--- config.mk ---
export PLATFORM = sky130hd
export DESIGN_NAME = eeprom_zone_write_lock
export DESIGN_NICKNAME = d
export VERILOG_FILES = /design/src/include/zone_lock_pkg.sv /design/src/logic/eeprom_zone_write_lock.sv
export SDC_FILE = /design/constraint.sdc
export NUM_CORES = 1
export LEC_CHECK = 0
export BUFFER_PORTS_ARGS = -buffer_cell sky130_fd_sc_hd__buf_2
export CORE_UTILIZATION = 57
export CTS_CLUSTER_DIAMETER = 40
export DETAILED_ROUTE_END_ITERATION = 12
export HOLD_SLACK_MARGIN = 0.1
export PLACE_DENSITY_LB_ADDON = 0.25
export SETUP_SLACK_MARGIN = 0.5
export SLEW_MARGIN = 20
export SYNTH_ARGS = -nofsm -noshare
export SYNTH_HDL_FRONTEND = slang
export SYNTH_SLANG_ARGS = --single-unit
--- constraint.sdc ---
create_clock -name core_clk -period 2.6 [get_ports core_clk]
set_clock_uncertainty 0.05 [all_clocks]
set_input_delay 0.52 -clock core_clk [delete_from_list [all_inputs] [get_ports core_clk]]
set_output_delay 0.52 -clock core_clk [all_outputs]
set_load 0.02 [all_outputs]
--- src/include/zone_lock_pkg.sv ---
package zone_lock_pkg;
  localparam int NUM_ZONES = 4;
  localparam int ZONE_BITS = 256;
  localparam logic [3:0] OP_ZONE_LOCK = 4'h7;
  localparam logic [3:0] OP_FREEZE = 4'h1;
  localparam logic [3:0] OP_MEM_WRITE = 4'ha;
  localparam logic [7:0] ZONE0_WRITE_LOCK_OFS = 8'h01;
  localparam logic [7:0] ZONE1_WRITE_LOCK_OFS = 8'h02;
  localparam logic [7:0] ZONE2_WRITE_LOCK_OFS = 8'h04;
  localparam logic [7:0] ZONE3_WRITE_LOCK_OFS = 8'h08;
  localparam logic [3:0] ZONE_LOCK_RESET = 4'h0;
  localparam logic [7:0] LOCK_DATA_KEY = 8'hff;
  localparam logic [7:0] FREEZE_ADDR_KEY = 8'h55;
  localparam logic [7:0] FREEZE_DATA_KEY = 8'haa;
  localparam logic [7:0] READ_UNLOCKED = 8'h00;
  localparam logic [7:0] READ_LOCKED = 8'hff;
  localparam int ZONE_ADDR_MSB = 6;
  localparam int ZONE_ADDR_LSB = 5;
  localparam int CLK_FREQ_KHZ = 20000;
  localparam int INTERNAL_WRITE_CYCLE_TIME_US = 1000;
  localparam int WRITE_CYCLE_CLKS = (INTERNAL_WRITE_CYCLE_TIME_US * CLK_FREQ_KHZ + 999) / 1000;
  localparam int INTERRUPT_DISCHARGE_TIME_US = 150;

  typedef enum logic [3:0] {
    S_IDLE = 4'b0000,
    S_DEVADR = 4'b0001,
    S_ZSEL = 4'b0010,
    S_ZDATA = 4'b0011,
    S_ZSTOP = 4'b0100,
    S_ZREAD = 4'b0101,
    S_FADR = 4'b0110,
    S_FDATA = 4'b0111,
    S_FSTOP = 4'b1000,
    S_WADR = 4'b1001,
    S_WDATA = 4'b1010,
    S_BUSY = 4'b1011
  } zl_state_t;
endpackage

--- src/logic/eeprom_zone_write_lock.sv ---
`timescale 1ns/10ps
module eeprom_zone_write_lock #(
  parameter int WRITE_CYCLES = zone_lock_pkg::WRITE_CYCLE_CLKS
) (
  input wire logic core_clk,
  input wire logic nrst,
  input wire logic [2:0] dev_addr,
  input wire logic frame_start,
  input wire logic frame_stop,
  input wire logic rx_valid,
  input wire logic [7:0] rx_byte,
  input wire logic tx_req,
  input wire logic [zone_lock_pkg::NUM_ZONES-1:0] nv_zone_lock,
  input wire logic nv_frozen,
  output logic ack_valid,
  output logic ack_nack,
  output logic tx_valid,
  output logic [7:0] tx_byte,
  output logic busy,
  output logic mem_wr_en,
  output logic [6:0] mem_wr_addr,
  output logic [7:0] mem_wr_data,
  output logic nv_prog_en,
  output logic [zone_lock_pkg::NUM_ZONES-1:0] nv_prog_mask,
  output logic nv_prog_freeze
);
  import zone_lock_pkg::*;

  // One-hot selector decode; the upper nibble never takes part.
  function automatic logic [2:0] sel_decode(input logic [7:0] sel);
    logic [2:0] r;
    r = 3'b000;
    case (sel[3:0])
      ZONE0_WRITE_LOCK_OFS[3:0]: r = 3'b100;
      ZONE1_WRITE_LOCK_OFS[3:0]: r = 3'b101;
      ZONE2_WRITE_LOCK_OFS[3:0]: r = 3'b110;
      ZONE3_WRITE_LOCK_OFS[3:0]: r = 3'b111;
      default: r = 3'b000;
    endcase
    return r;
  endfunction

  zl_state_t state_reg, state_next;
  logic [31:0] cnt_reg, cnt_next;
  logic [7:0] sel_reg, sel_next;
  logic sel_ok_reg, sel_ok_next;
  logic pend_freeze_reg, pend_freeze_next;
  logic ack_valid_reg, ack_valid_next;
  logic ack_nack_reg, ack_nack_next;
  logic tx_valid_reg, tx_valid_next;
  logic [7:0] tx_byte_reg, tx_byte_next;
  logic mem_wr_en_reg, mem_wr_en_next;
  logic [6:0] mem_wr_addr_reg, mem_wr_addr_next;
  logic [7:0] mem_wr_data_reg, mem_wr_data_next;
  logic nv_prog_en_reg, nv_prog_en_next;
  logic [NUM_ZONES-1:0] nv_prog_mask_reg, nv_prog_mask_next;
  logic nv_prog_freeze_reg, nv_prog_freeze_next;
  // Busy is registered so the pin never shows a glitch from the state decode.
  logic busy_reg, busy_next;
  logic [2:0] sel_dec;
  logic [1:0] wr_zone;
  logic addr_hit;

  assign sel_dec = sel_decode(sel_reg);
  assign wr_zone = mem_wr_addr_reg[ZONE_ADDR_MSB:ZONE_ADDR_LSB];
  assign addr_hit = (rx_byte[3:1] == dev_addr);

  always_comb begin
    state_next = state_reg;
    cnt_next = cnt_reg;
    sel_next = sel_reg;
    sel_ok_next = sel_ok_reg;
    pend_freeze_next = pend_freeze_reg;
    ack_valid_next = 1'b0;
    ack_nack_next = ack_nack_reg;
    tx_valid_next = 1'b0;
    tx_byte_next = tx_byte_reg;
    mem_wr_en_next = 1'b0;
    mem_wr_addr_next = mem_wr_addr_reg;
    mem_wr_data_next = mem_wr_data_reg;
    nv_prog_en_next = 1'b0;
    nv_prog_mask_next = nv_prog_mask_reg;
    nv_prog_freeze_next = nv_prog_freeze_reg;
    if (state_reg == S_BUSY) begin
      // The line is not watched at all here; a master interrupting the cycle is its own risk.
      if (cnt_reg == 32'(WRITE_CYCLES - 1)) begin
        state_next = S_IDLE;
        cnt_next = 32'h0;
        nv_prog_en_next = !nv_frozen;
        nv_prog_freeze_next = pend_freeze_reg;
        nv_prog_mask_next = '0;
        if (!pend_freeze_reg && sel_dec[2]) begin
          nv_prog_mask_next[sel_dec[1:0]] = 1'b1;
        end
      end else begin
        cnt_next = cnt_reg + 32'h1;
      end
    end else if (frame_stop) begin
      state_next = S_IDLE;
      sel_ok_next = 1'b0;
      if (state_reg == S_ZSTOP) begin
        state_next = S_BUSY;
        pend_freeze_next = 1'b0;
      end else if (state_reg == S_FSTOP) begin
        state_next = S_BUSY;
        pend_freeze_next = 1'b1;
      end
    end else if (frame_start) begin
      state_next = S_DEVADR;
      if (state_reg != S_ZDATA) begin
        sel_ok_next = 1'b0;
      end
    end else if (tx_req && state_reg == S_ZREAD) begin
      tx_valid_next = 1'b1;
      tx_byte_next = nv_zone_lock[sel_dec[1:0]] ? READ_LOCKED : READ_UNLOCKED;
    end else if (rx_valid) begin
      ack_valid_next = 1'b1;
      ack_nack_next = 1'b0;
      state_next = S_IDLE;
      case (state_reg)
        S_DEVADR: begin
          if (!addr_hit) begin
            ack_valid_next = 1'b0;
          end else if (rx_byte[7:4] == OP_ZONE_LOCK && !rx_byte[0]) begin
            state_next = S_ZSEL;
          end else if (rx_byte[7:4] == OP_ZONE_LOCK) begin
            ack_nack_next = !sel_ok_reg;
            state_next = sel_ok_reg ? S_ZREAD : S_IDLE;
          end else if (rx_byte[7:4] == OP_FREEZE && !rx_byte[0]) begin
            ack_nack_next = nv_frozen;
            state_next = nv_frozen ? S_IDLE : S_FADR;
          end else if (rx_byte[7:4] == OP_MEM_WRITE && !rx_byte[0]) begin
            state_next = S_WADR;
          end else begin
            ack_valid_next = 1'b0;
          end
        end
        S_ZSEL: begin
          sel_next = rx_byte;
          sel_ok_next = sel_decode(rx_byte) != 3'b000;
          ack_nack_next = sel_decode(rx_byte) == 3'b000;
          state_next = (sel_decode(rx_byte) == 3'b000) ? S_IDLE : S_ZDATA;
        end
        S_ZDATA: begin
          sel_ok_next = 1'b0;
          ack_nack_next = (rx_byte != LOCK_DATA_KEY) || nv_frozen;
          state_next = ack_nack_next ? S_IDLE : S_ZSTOP;
        end
        S_FADR: begin
          ack_nack_next = rx_byte != FREEZE_ADDR_KEY;
          state_next = ack_nack_next ? S_IDLE : S_FDATA;
        end
        S_FDATA: begin
          ack_nack_next = rx_byte != FREEZE_DATA_KEY;
          state_next = ack_nack_next ? S_IDLE : S_FSTOP;
        end
        S_WADR: begin
          mem_wr_addr_next = rx_byte[6:0];
          state_next = S_WDATA;
        end
        S_WDATA: begin
          // Zone comes from address bits 6:5, so each zone spans 32 bytes.
          ack_nack_next = nv_zone_lock[wr_zone];
          mem_wr_en_next = !nv_zone_lock[wr_zone];
          mem_wr_data_next = rx_byte;
        end
        default: begin
          ack_valid_next = 1'b0;
        end
      endcase
    end
    busy_next = (state_next == S_BUSY);
  end

  always_ff @(posedge core_clk or negedge nrst) begin
    if (!nrst) begin
      state_reg <= S_IDLE;
      cnt_reg <= 32'h0;
      sel_reg <= 8'h00;
      sel_ok_reg <= 1'b0;
      pend_freeze_reg <= 1'b0;
      ack_valid_reg <= 1'b0;
      ack_nack_reg <= 1'b0;
      tx_valid_reg <= 1'b0;
      tx_byte_reg <= 8'h00;
      mem_wr_en_reg <= 1'b0;
      mem_wr_addr_reg <= 7'h00;
      mem_wr_data_reg <= 8'h00;
      nv_prog_en_reg <= 1'b0;
      nv_prog_mask_reg <= ZONE_LOCK_RESET;
      nv_prog_freeze_reg <= 1'b0;
      busy_reg <= 1'b0;
    end else begin
      state_reg <= state_next;
      cnt_reg <= cnt_next;
      sel_reg <= sel_next;
      sel_ok_reg <= sel_ok_next;
      pend_freeze_reg <= pend_freeze_next;
      ack_valid_reg <= ack_valid_next;
      ack_nack_reg <= ack_nack_next;
      tx_valid_reg <= tx_valid_next;
      tx_byte_reg <= tx_byte_next;
      mem_wr_en_reg <= mem_wr_en_next;
      mem_wr_addr_reg <= mem_wr_addr_next;
      mem_wr_data_reg <= mem_wr_data_next;
      nv_prog_en_reg <= nv_prog_en_next;
      nv_prog_mask_reg <= nv_prog_mask_next;
      nv_prog_freeze_reg <= nv_prog_freeze_next;
      busy_reg <= busy_next;
    end
  end

  assign ack_valid = ack_valid_reg;
  assign ack_nack = ack_nack_reg;
  assign tx_valid = tx_valid_reg;
  assign tx_byte = tx_byte_reg;
  assign busy = busy_reg;
  assign mem_wr_en = mem_wr_en_reg;
  assign mem_wr_addr = mem_wr_addr_reg;
  assign mem_wr_data = mem_wr_data_reg;
  assign nv_prog_en = nv_prog_en_reg;
  assign nv_prog_mask = nv_prog_mask_reg;
  assign nv_prog_freeze = nv_prog_freeze_reg;
endmodule

==> impl_metrics.csv, run 1 <==
group,metric,value,unit
outcome,status,"completed",
synth,synth_warnings,0,
synth,synth_seq_cells,69,
finish,post_route_cells_drive_above_1_share,31.4,%
sta,fin_crit,2.19,ns
clock_tree,ctsHtreeMaxLevel,3,
global_routing,grt_antenna_before_repair,0,
die,start_util,59.2,%
route,first_pass_iters,5,
finish,syn_to_final_growth,19.7,%
sta,tightest_slew,0.642,ns
route,routed_wl,9170,um
critical_path,cp_num_buf_inv,0,
sta,finalHoldWorstSlack,0.384,ns
critical_path,path_class,"reg -> reg",
route,drt-initial-drc-count,220,
global_routing,grt_first_pass_wirelength,14800,um
critical_path,rrSetupSlack,0.41,ns
place,gp_congestion,0.934,
pwr,p_switching,565,uW
clock_tree,cts_tree,"built",
synth,synth_cell_types,53,
route,vias,3226,
clock_tree,cts_root_buf,"clkbuf_8",
global_routing,grt_pass1_vias,3025,
critical_path,cp.depth,6,
run,drv_cap,0,
critical_path,rr_worst_depth,6,
synth,synth_area_leaders,"dfrtp_1 (46%), mux2_2 (6.0%), xnor2_1 (4.9%)",
clock_tree,cts_max_path_buffers,2,
route,viasPerCell,6.03,
finish,final_util,70.8,%
sta,tns,0,ns
sta,hold_viol_final,0,
critical_path,cp_cell_sequence,"or4b_4 > nor4_4 > a31oi_1 > nor3_2 > a311oi_2 > and4bb_1",
sta,finalSetupViolations,0,
critical_path,cp_slowest_cell,"or4b_4",
synth,synth_nets,409,
synth,synthArstFlopShare,100,%
finish,fin_nets,476,
pwr,power.total,2200,uW
pwr,p_per_area,490,nW/um2
synth,ys.flop_type,"dfrtp_1",
synth,syn_area,3760,um2
finish,stdcell_count,535,
global_routing,grt_max_degree,53,
route,wl_per_cell,17.1,um
die,dieArea,6920,um2
pwr,p_sw_share,25.7,%
place,port_buffers,55,
critical_path,cp_top_family,"simple AND/OR/NAND/NOR gates",
hold_path,whs_path_depth,2,
sta,report.final.slew_viol_count,0,
clock_tree,clock_latency,0.36,ns
die,fp.dieW,83.2,um
pwr,p_leak,0.00214,uW
sta,fmaxAchievable,456,MHz
synth,synth-seq-area-share,46.0,%
critical_path,crit_arrival,2.42,ns
place,dpl.cell_count,508,
route,antenna_left,0,
clock_tree,cts.clk_slew.worst_paths,0.08,ns
global_routing,grt_use_total,27.4,%
synth,avgSynthCellArea,9.73,um2
finish,antenna_cells,0,
critical_path,setup.worst_path.start,"state_reg[1]$_DFF_PN0_",
sta,final.period_utilization,84.3,%
clock_tree,numCtsBuffers,9,
route,drc_errors,0,
synth,yosysTopAreaCellShare,46.0,%
pwr,pwr-share-clk,40.6,%
pwr,irDropWorstVdd,0.000545,V
finish,largest_reg_flops,32,
critical_path,r2r_start,"state_reg[1]$_DFF_PN0_",
pwr,combPwrFrac,9.1,%
hold_path,hold-path-endpoint,"nv_prog_en$_DFF_PN0_",
place,place_hpwl,6530,um
critical_path,cp.required,2.83,ns
sta,rsz0062_at_grt,"true",
synth,synth_top_cell_by_area,"dfrtp_1",
die,io_pins,56,
synth,synth_edf_count,0,
critical_path,cp-end-kind,"flip-flop",
pwr,pwr-share-seq,50.3,%
synth,synthesis.instances,386,
critical_path,cp-start-kind,"flip-flop",
critical_path,worst_r2r_endpoint,"busy$_DFF_PN0_",
die,rows,29,
die,dieHeight,83.2,um
clock_tree,clock-sinks,69,
critical_path,cpPeakStageDelay,0.56,ns
sta,relSlewSlack,56.6,%
hold_path,hp-class,"in -> reg",
critical_path,crit_fanout,7,
global_routing,grt_overflow_total,0,
pwr,intPower,1640,uW
hold_path,hp-start,"nv_frozen",
die,core-area,6350,um2
-- per-stage QoR --
stage               worst slack, ns  instance area (um2)
floorplan                     0.608                 3760
global placement              0.362                 4130
detailed placement            0.317                 4130
CTS                           0.450                 4370
global route                  0.326                 4490
finish                        0.409                 4490
-- cells in the mapped netlist (all sizes together) (7+ instances only) --
cell type,instances
a21oi,10
and3,9
buf,10
clkbuf,15
dfrtp,69
mux2,20
nand2,48
nand3,23
nand4,12
nor2,32
nor3,10
nor4,7
nor4b,7
o21ai,16
xnor2,21
xor2,11
-- cells by family (layout without fill, tap and decap cells) --
| logic type | Yosys count | count (layout) | share of synthesized area (%) |
|---|---|---|---|
| muxes | 22 | 22 | 6.86 |
| DFF | 69 | 69 | 46.0 |
| adders and majority gates | 1 | 1 | 0.333 |
| and+or+nand+nor | 180 | 180 | 26.1 |
| AOI/OAI and AO/OA | 53 | 53 | 9.49 |
| buffers and inverters | 29 | 101 | 3.76 |
| xor gates and xnor gates | 32 | 32 | 7.46 |
-- cell usage in the layout (no fill, tap or decap), types with 2 or more instances in the layout --
cell type	n
dfrtp_1	66
buf_2	55
nand2_1	46
nor2_1	30
buf_4	24
nand3_1	22
xnor2_1	21
mux2_2	20
o21ai_0	15
nand4_1	12
xor2_1	11
a21oi_1	10
clkbuf_8	10
and3_1	9
nand2b_1	6
nor3_1	6
nor4b_1	6
nor2b_1	5
or3_1	4
inv_1	4
nor4_1	3
nor3_2	3
o31ai_1	3
a31oi_1	3
nand3b_1	3
clkinv_2	3
dfrtp_2	3
nor4_4	2
a32o_1	2
a311oi_2	2
nor4_2	2
a211oi_1	2
o21bai_1	2
and4_1	2
nor2_2	2
a22oi_1	2
-- power groups by stage --
stage | Combinational, uW | Sequential, uW | Clock (uW)
2_1_floorplan | 98.3 | 1130 | 0
5_1_grt | 220 | 1110 | 947
6_report | 201 | 1110 | 893
3_3_place_gp | 184 | 1130 | 0
4_1_cts | 188 | 1110 | 902
3_5_place_dp | 185 | 1130 | 0
-- layer usage --
layer	share of wire (%)	vias up	track usage, %
li1	-	1514	-
met1	41	1564	34.6
met2	51	120	45.2
met3	4.8	28	5.67
met4	3.4	0	12.7
met5	0	-	0
-- repair_timing --
action	in CTS	in global routing
pin swaps	1	3
hold buffers	1	0
cloned	0	0
endpoints found under the hold margin	17	0
buffers inserted	1	9
endpoints found under the setup margin	32	39
gates resized for setup	7	17
-- area by class of cell --
class / count / area, um2
clock inverters: 6 / 61.3
multi-input cells: 288 / 1970
inverters: 4 / 15.0
repair buffers: 81 / 485
fillers: 494 / 1860
well taps: 77 / 96.3
flip-flops and latches: 69 / 1730
clock buffers: 10 / 138
-- how the worst max path moves through the flow --
| stage | to | slack (ns) |
|---|---|---|
| after global placement | busy$_DFF_PN0_ | 0.36 |
| after CTS | busy$_DFF_PN0_ | 0.45 |
| final | busy$_DFF_PN0_ | 0.41 |
| after floorplan | busy$_DFF_PN0_ | 0.61 |
| after detailed placement | busy$_DFF_PN0_ | 0.32 |
| after global routing | busy$_DFF_PN0_ | 0.33 |
(Power assumes the default switching activity.)
==> run 2: changes to the inputs <==
==> constraint.sdc (replaced) <==
create_clock -name core_clk -period 2.2 [get_ports core_clk]
set_clock_uncertainty 0.05 [all_clocks]
set_input_delay 0.44 -clock core_clk [delete_from_list [all_inputs] [get_ports core_clk]]
set_output_delay 0.44 -clock core_clk [all_outputs]
set_load 0.02 [all_outputs]
==> run 2 against run 1 <==
  * Critical path depth rose by 1
  * Sequential share of layout area fell by 6.1 points
  * Register-to-register slack got worse by 0.30 ns
  * Clock power rose by 18%
  * First-iteration DRC count rose by 47%
  * Total power rose by 20%
  * Die area did not move
  * Maximum frequency rose by 4.6%
==> impl_metrics.csv, run 2 (synthesized netlist as in run 1, its figures left out) <==
group,metric,value,unit
pwr,power.total,2650,uW
critical_path,path_class,"reg -> reg",
hold_path,hp-start,"nv_frozen",
sta,tightest_slew,0.496,ns
route,drc_errors,0,
die,io_pins,56,
clock_tree,cts_tree,"built",
clock_tree,clock_latency,0.34,ns
hold_path,whs_path_depth,2,
pwr,irDropWorstVdd,0.000610,V
sta,relSlewSlack,66.7,%
place,gp_congestion,0.937,
clock_tree,ctsHtreeMaxLevel,3,
critical_path,worst_r2r_endpoint,"busy$_DFF_PN0_",
critical_path,crit_fanout,5,
route,first_pass_iters,5,
pwr,p_leak,0.00261,uW
critical_path,rr_worst_depth,7,
global_routing,grt_antenna_before_repair,0,
die,rows,29,
route,routed_wl,11200,um
sta,hold_viol_final,0,
place,port_buffers,55,
critical_path,cp-start-kind,"flip-flop",
finish,antenna_cells,0,
route,viasPerCell,6.20,
sta,final.period_utilization,95.2,%
clock_tree,clock-sinks,69,
global_routing,grt_overflow_total,0,
finish,stdcell_count,582,
sta,finalSetupViolations,0,
finish,largest_reg_flops,32,
place,dpl.cell_count,515,
sta,report.final.slew_viol_count,0,
finish,syn_to_final_growth,42.1,%
outcome,status,"completed",
sta,fmaxAchievable,477,MHz
place,dpl_cell_area,4240,um2
clock_tree,cts_root_buf,"clkbuf_8",
die,dieArea,6920,um2
route,antenna_left,0,
pwr,p_per_area,497,nW/um2
hold_path,hp-class,"in -> reg",
sta,tns,0,ns
finish,fin_area,5340,um2
critical_path,crit_arrival,2.27,ns
clock_tree,cts.clk_slew.worst_paths,0.07,ns
die,start_util,59.2,%
sta,rsz0062_at_grt,"true",
global_routing,grt_use_total,30.5,%
route,vias,3607,
hold_path,hold-path-endpoint,"nv_prog_en$_DFF_PN0_",
die,fp.dieW,83.2,um
sta,finalHoldWorstSlack,0.314,ns
finish,post_route_cells_drive_above_1_share,48.9,%
critical_path,cp.required,2.37,ns
place,place_hpwl,6390,um
global_routing,grt_pass1_vias,3240,
sta,fin_crit,2.10,ns
run,drv_cap,0,
clock_tree,numCtsBuffers,9,
route,wl_per_cell,19.2,um
clock_tree,cts_max_path_buffers,2,
finish,final_cell_mix,"dfrtp_1 (65), buf_2 (55), buf_4 (50)",
finish,fin_nets,524,
critical_path,cp-end-kind,"flip-flop",
route,drt-initial-drc-count,324,
finish,mostFrequentLayoutCell,"dfrtp_1",
global_routing,grt_max_degree,70,
die,dieHeight,83.2,um
critical_path,rrSetupSlack,0.10,ns
die,core-area,6350,um2
critical_path,r2r_start,"state_reg[1]$_DFF_PN0_",
global_routing,grt_first_pass_wirelength,16500,um
## run 2: layer usage
layer	vias to the layer above	GRT usage, %	wire length, um
met5	-	0	0
met4	0	10.5	229
met3	25	4.47	656
met2	168	46.2	5230
met1	1804	45.1	5050
li1	1610	-	-
## run 2: stage by stage
step	utilization [%]	worst slack [ns]
CTS	77.4	0.121
finish	84.1	0.105
global route	84.1	0.0505
detailed placement	66.7	-0.0197
floorplan	-	0.347
global placement	66.7	-0.0273
## run 2: worst max-delay path by stage
stage	from	end	depth (start not counted)
2_1_floorplan	state_reg[2]$_DFF_PN0_	cnt_reg[25]$_DFFE_PN0P_	8
3_3_place_gp	state_reg[3]$_DFF_PN0_	busy$_DFF_PN0_	6
3_5_place_dp	state_reg[3]$_DFF_PN0_	busy$_DFF_PN0_	6
4_1_cts	state_reg[3]$_DFF_PN0_	busy$_DFF_PN0_	7
5_1_grt	state_reg[1]$_DFF_PN0_	busy$_DFF_PN0_	6
6_report	state_reg[1]$_DFF_PN0_	busy$_DFF_PN0_	7
## run 2: repair_timing
action,in CTS,in global routing
setup endpoints to repair,64,65
hold buffers,1,0
gates resized for setup,59,63
hold endpoints to repair,68,0
pin swaps,45,43
gates cloned,1,1
setup buffers,34,15
## run 2: report_power, final
| group | switching, uW | total, uW | internal (uW) | leakage, uW |
|---|---|---|---|---|
| Combinational | 162 | 281 | 119 | 0.00157 |
| Sequential | 30.7 | 1320 | 1290 | 0.000945 |
| Clock | 472 | 1050 | 580 | 0.0000947 |
| Total | 665 | 2650 | 1990 | 0.00261 |
## run 2: worst max-delay path, cell delays in order (launching register included)
cell,delay (ns)
dfrtp_2,0.43
or4b_4,0.57
nor4_4,0.16
buf_6,0.17
nand2_2,0.06
nor2_2,0.13
o31a_1,0.22
and4bb_1,0.21
## run 2: cell type report
| class | count | area (um2) |
|---|---|---|
| clock inverter | 3 | 45.0 |
| inverter | 4 | 18.8 |
| tap | 77 | 96.3 |
| sequential | 69 | 1730 |
| clock buffer | 12 | 155 |
| timing repair buffer | 127 | 906 |
| fill | 336 | 1010 |
| multi-input combinational | 290 | 2380 |
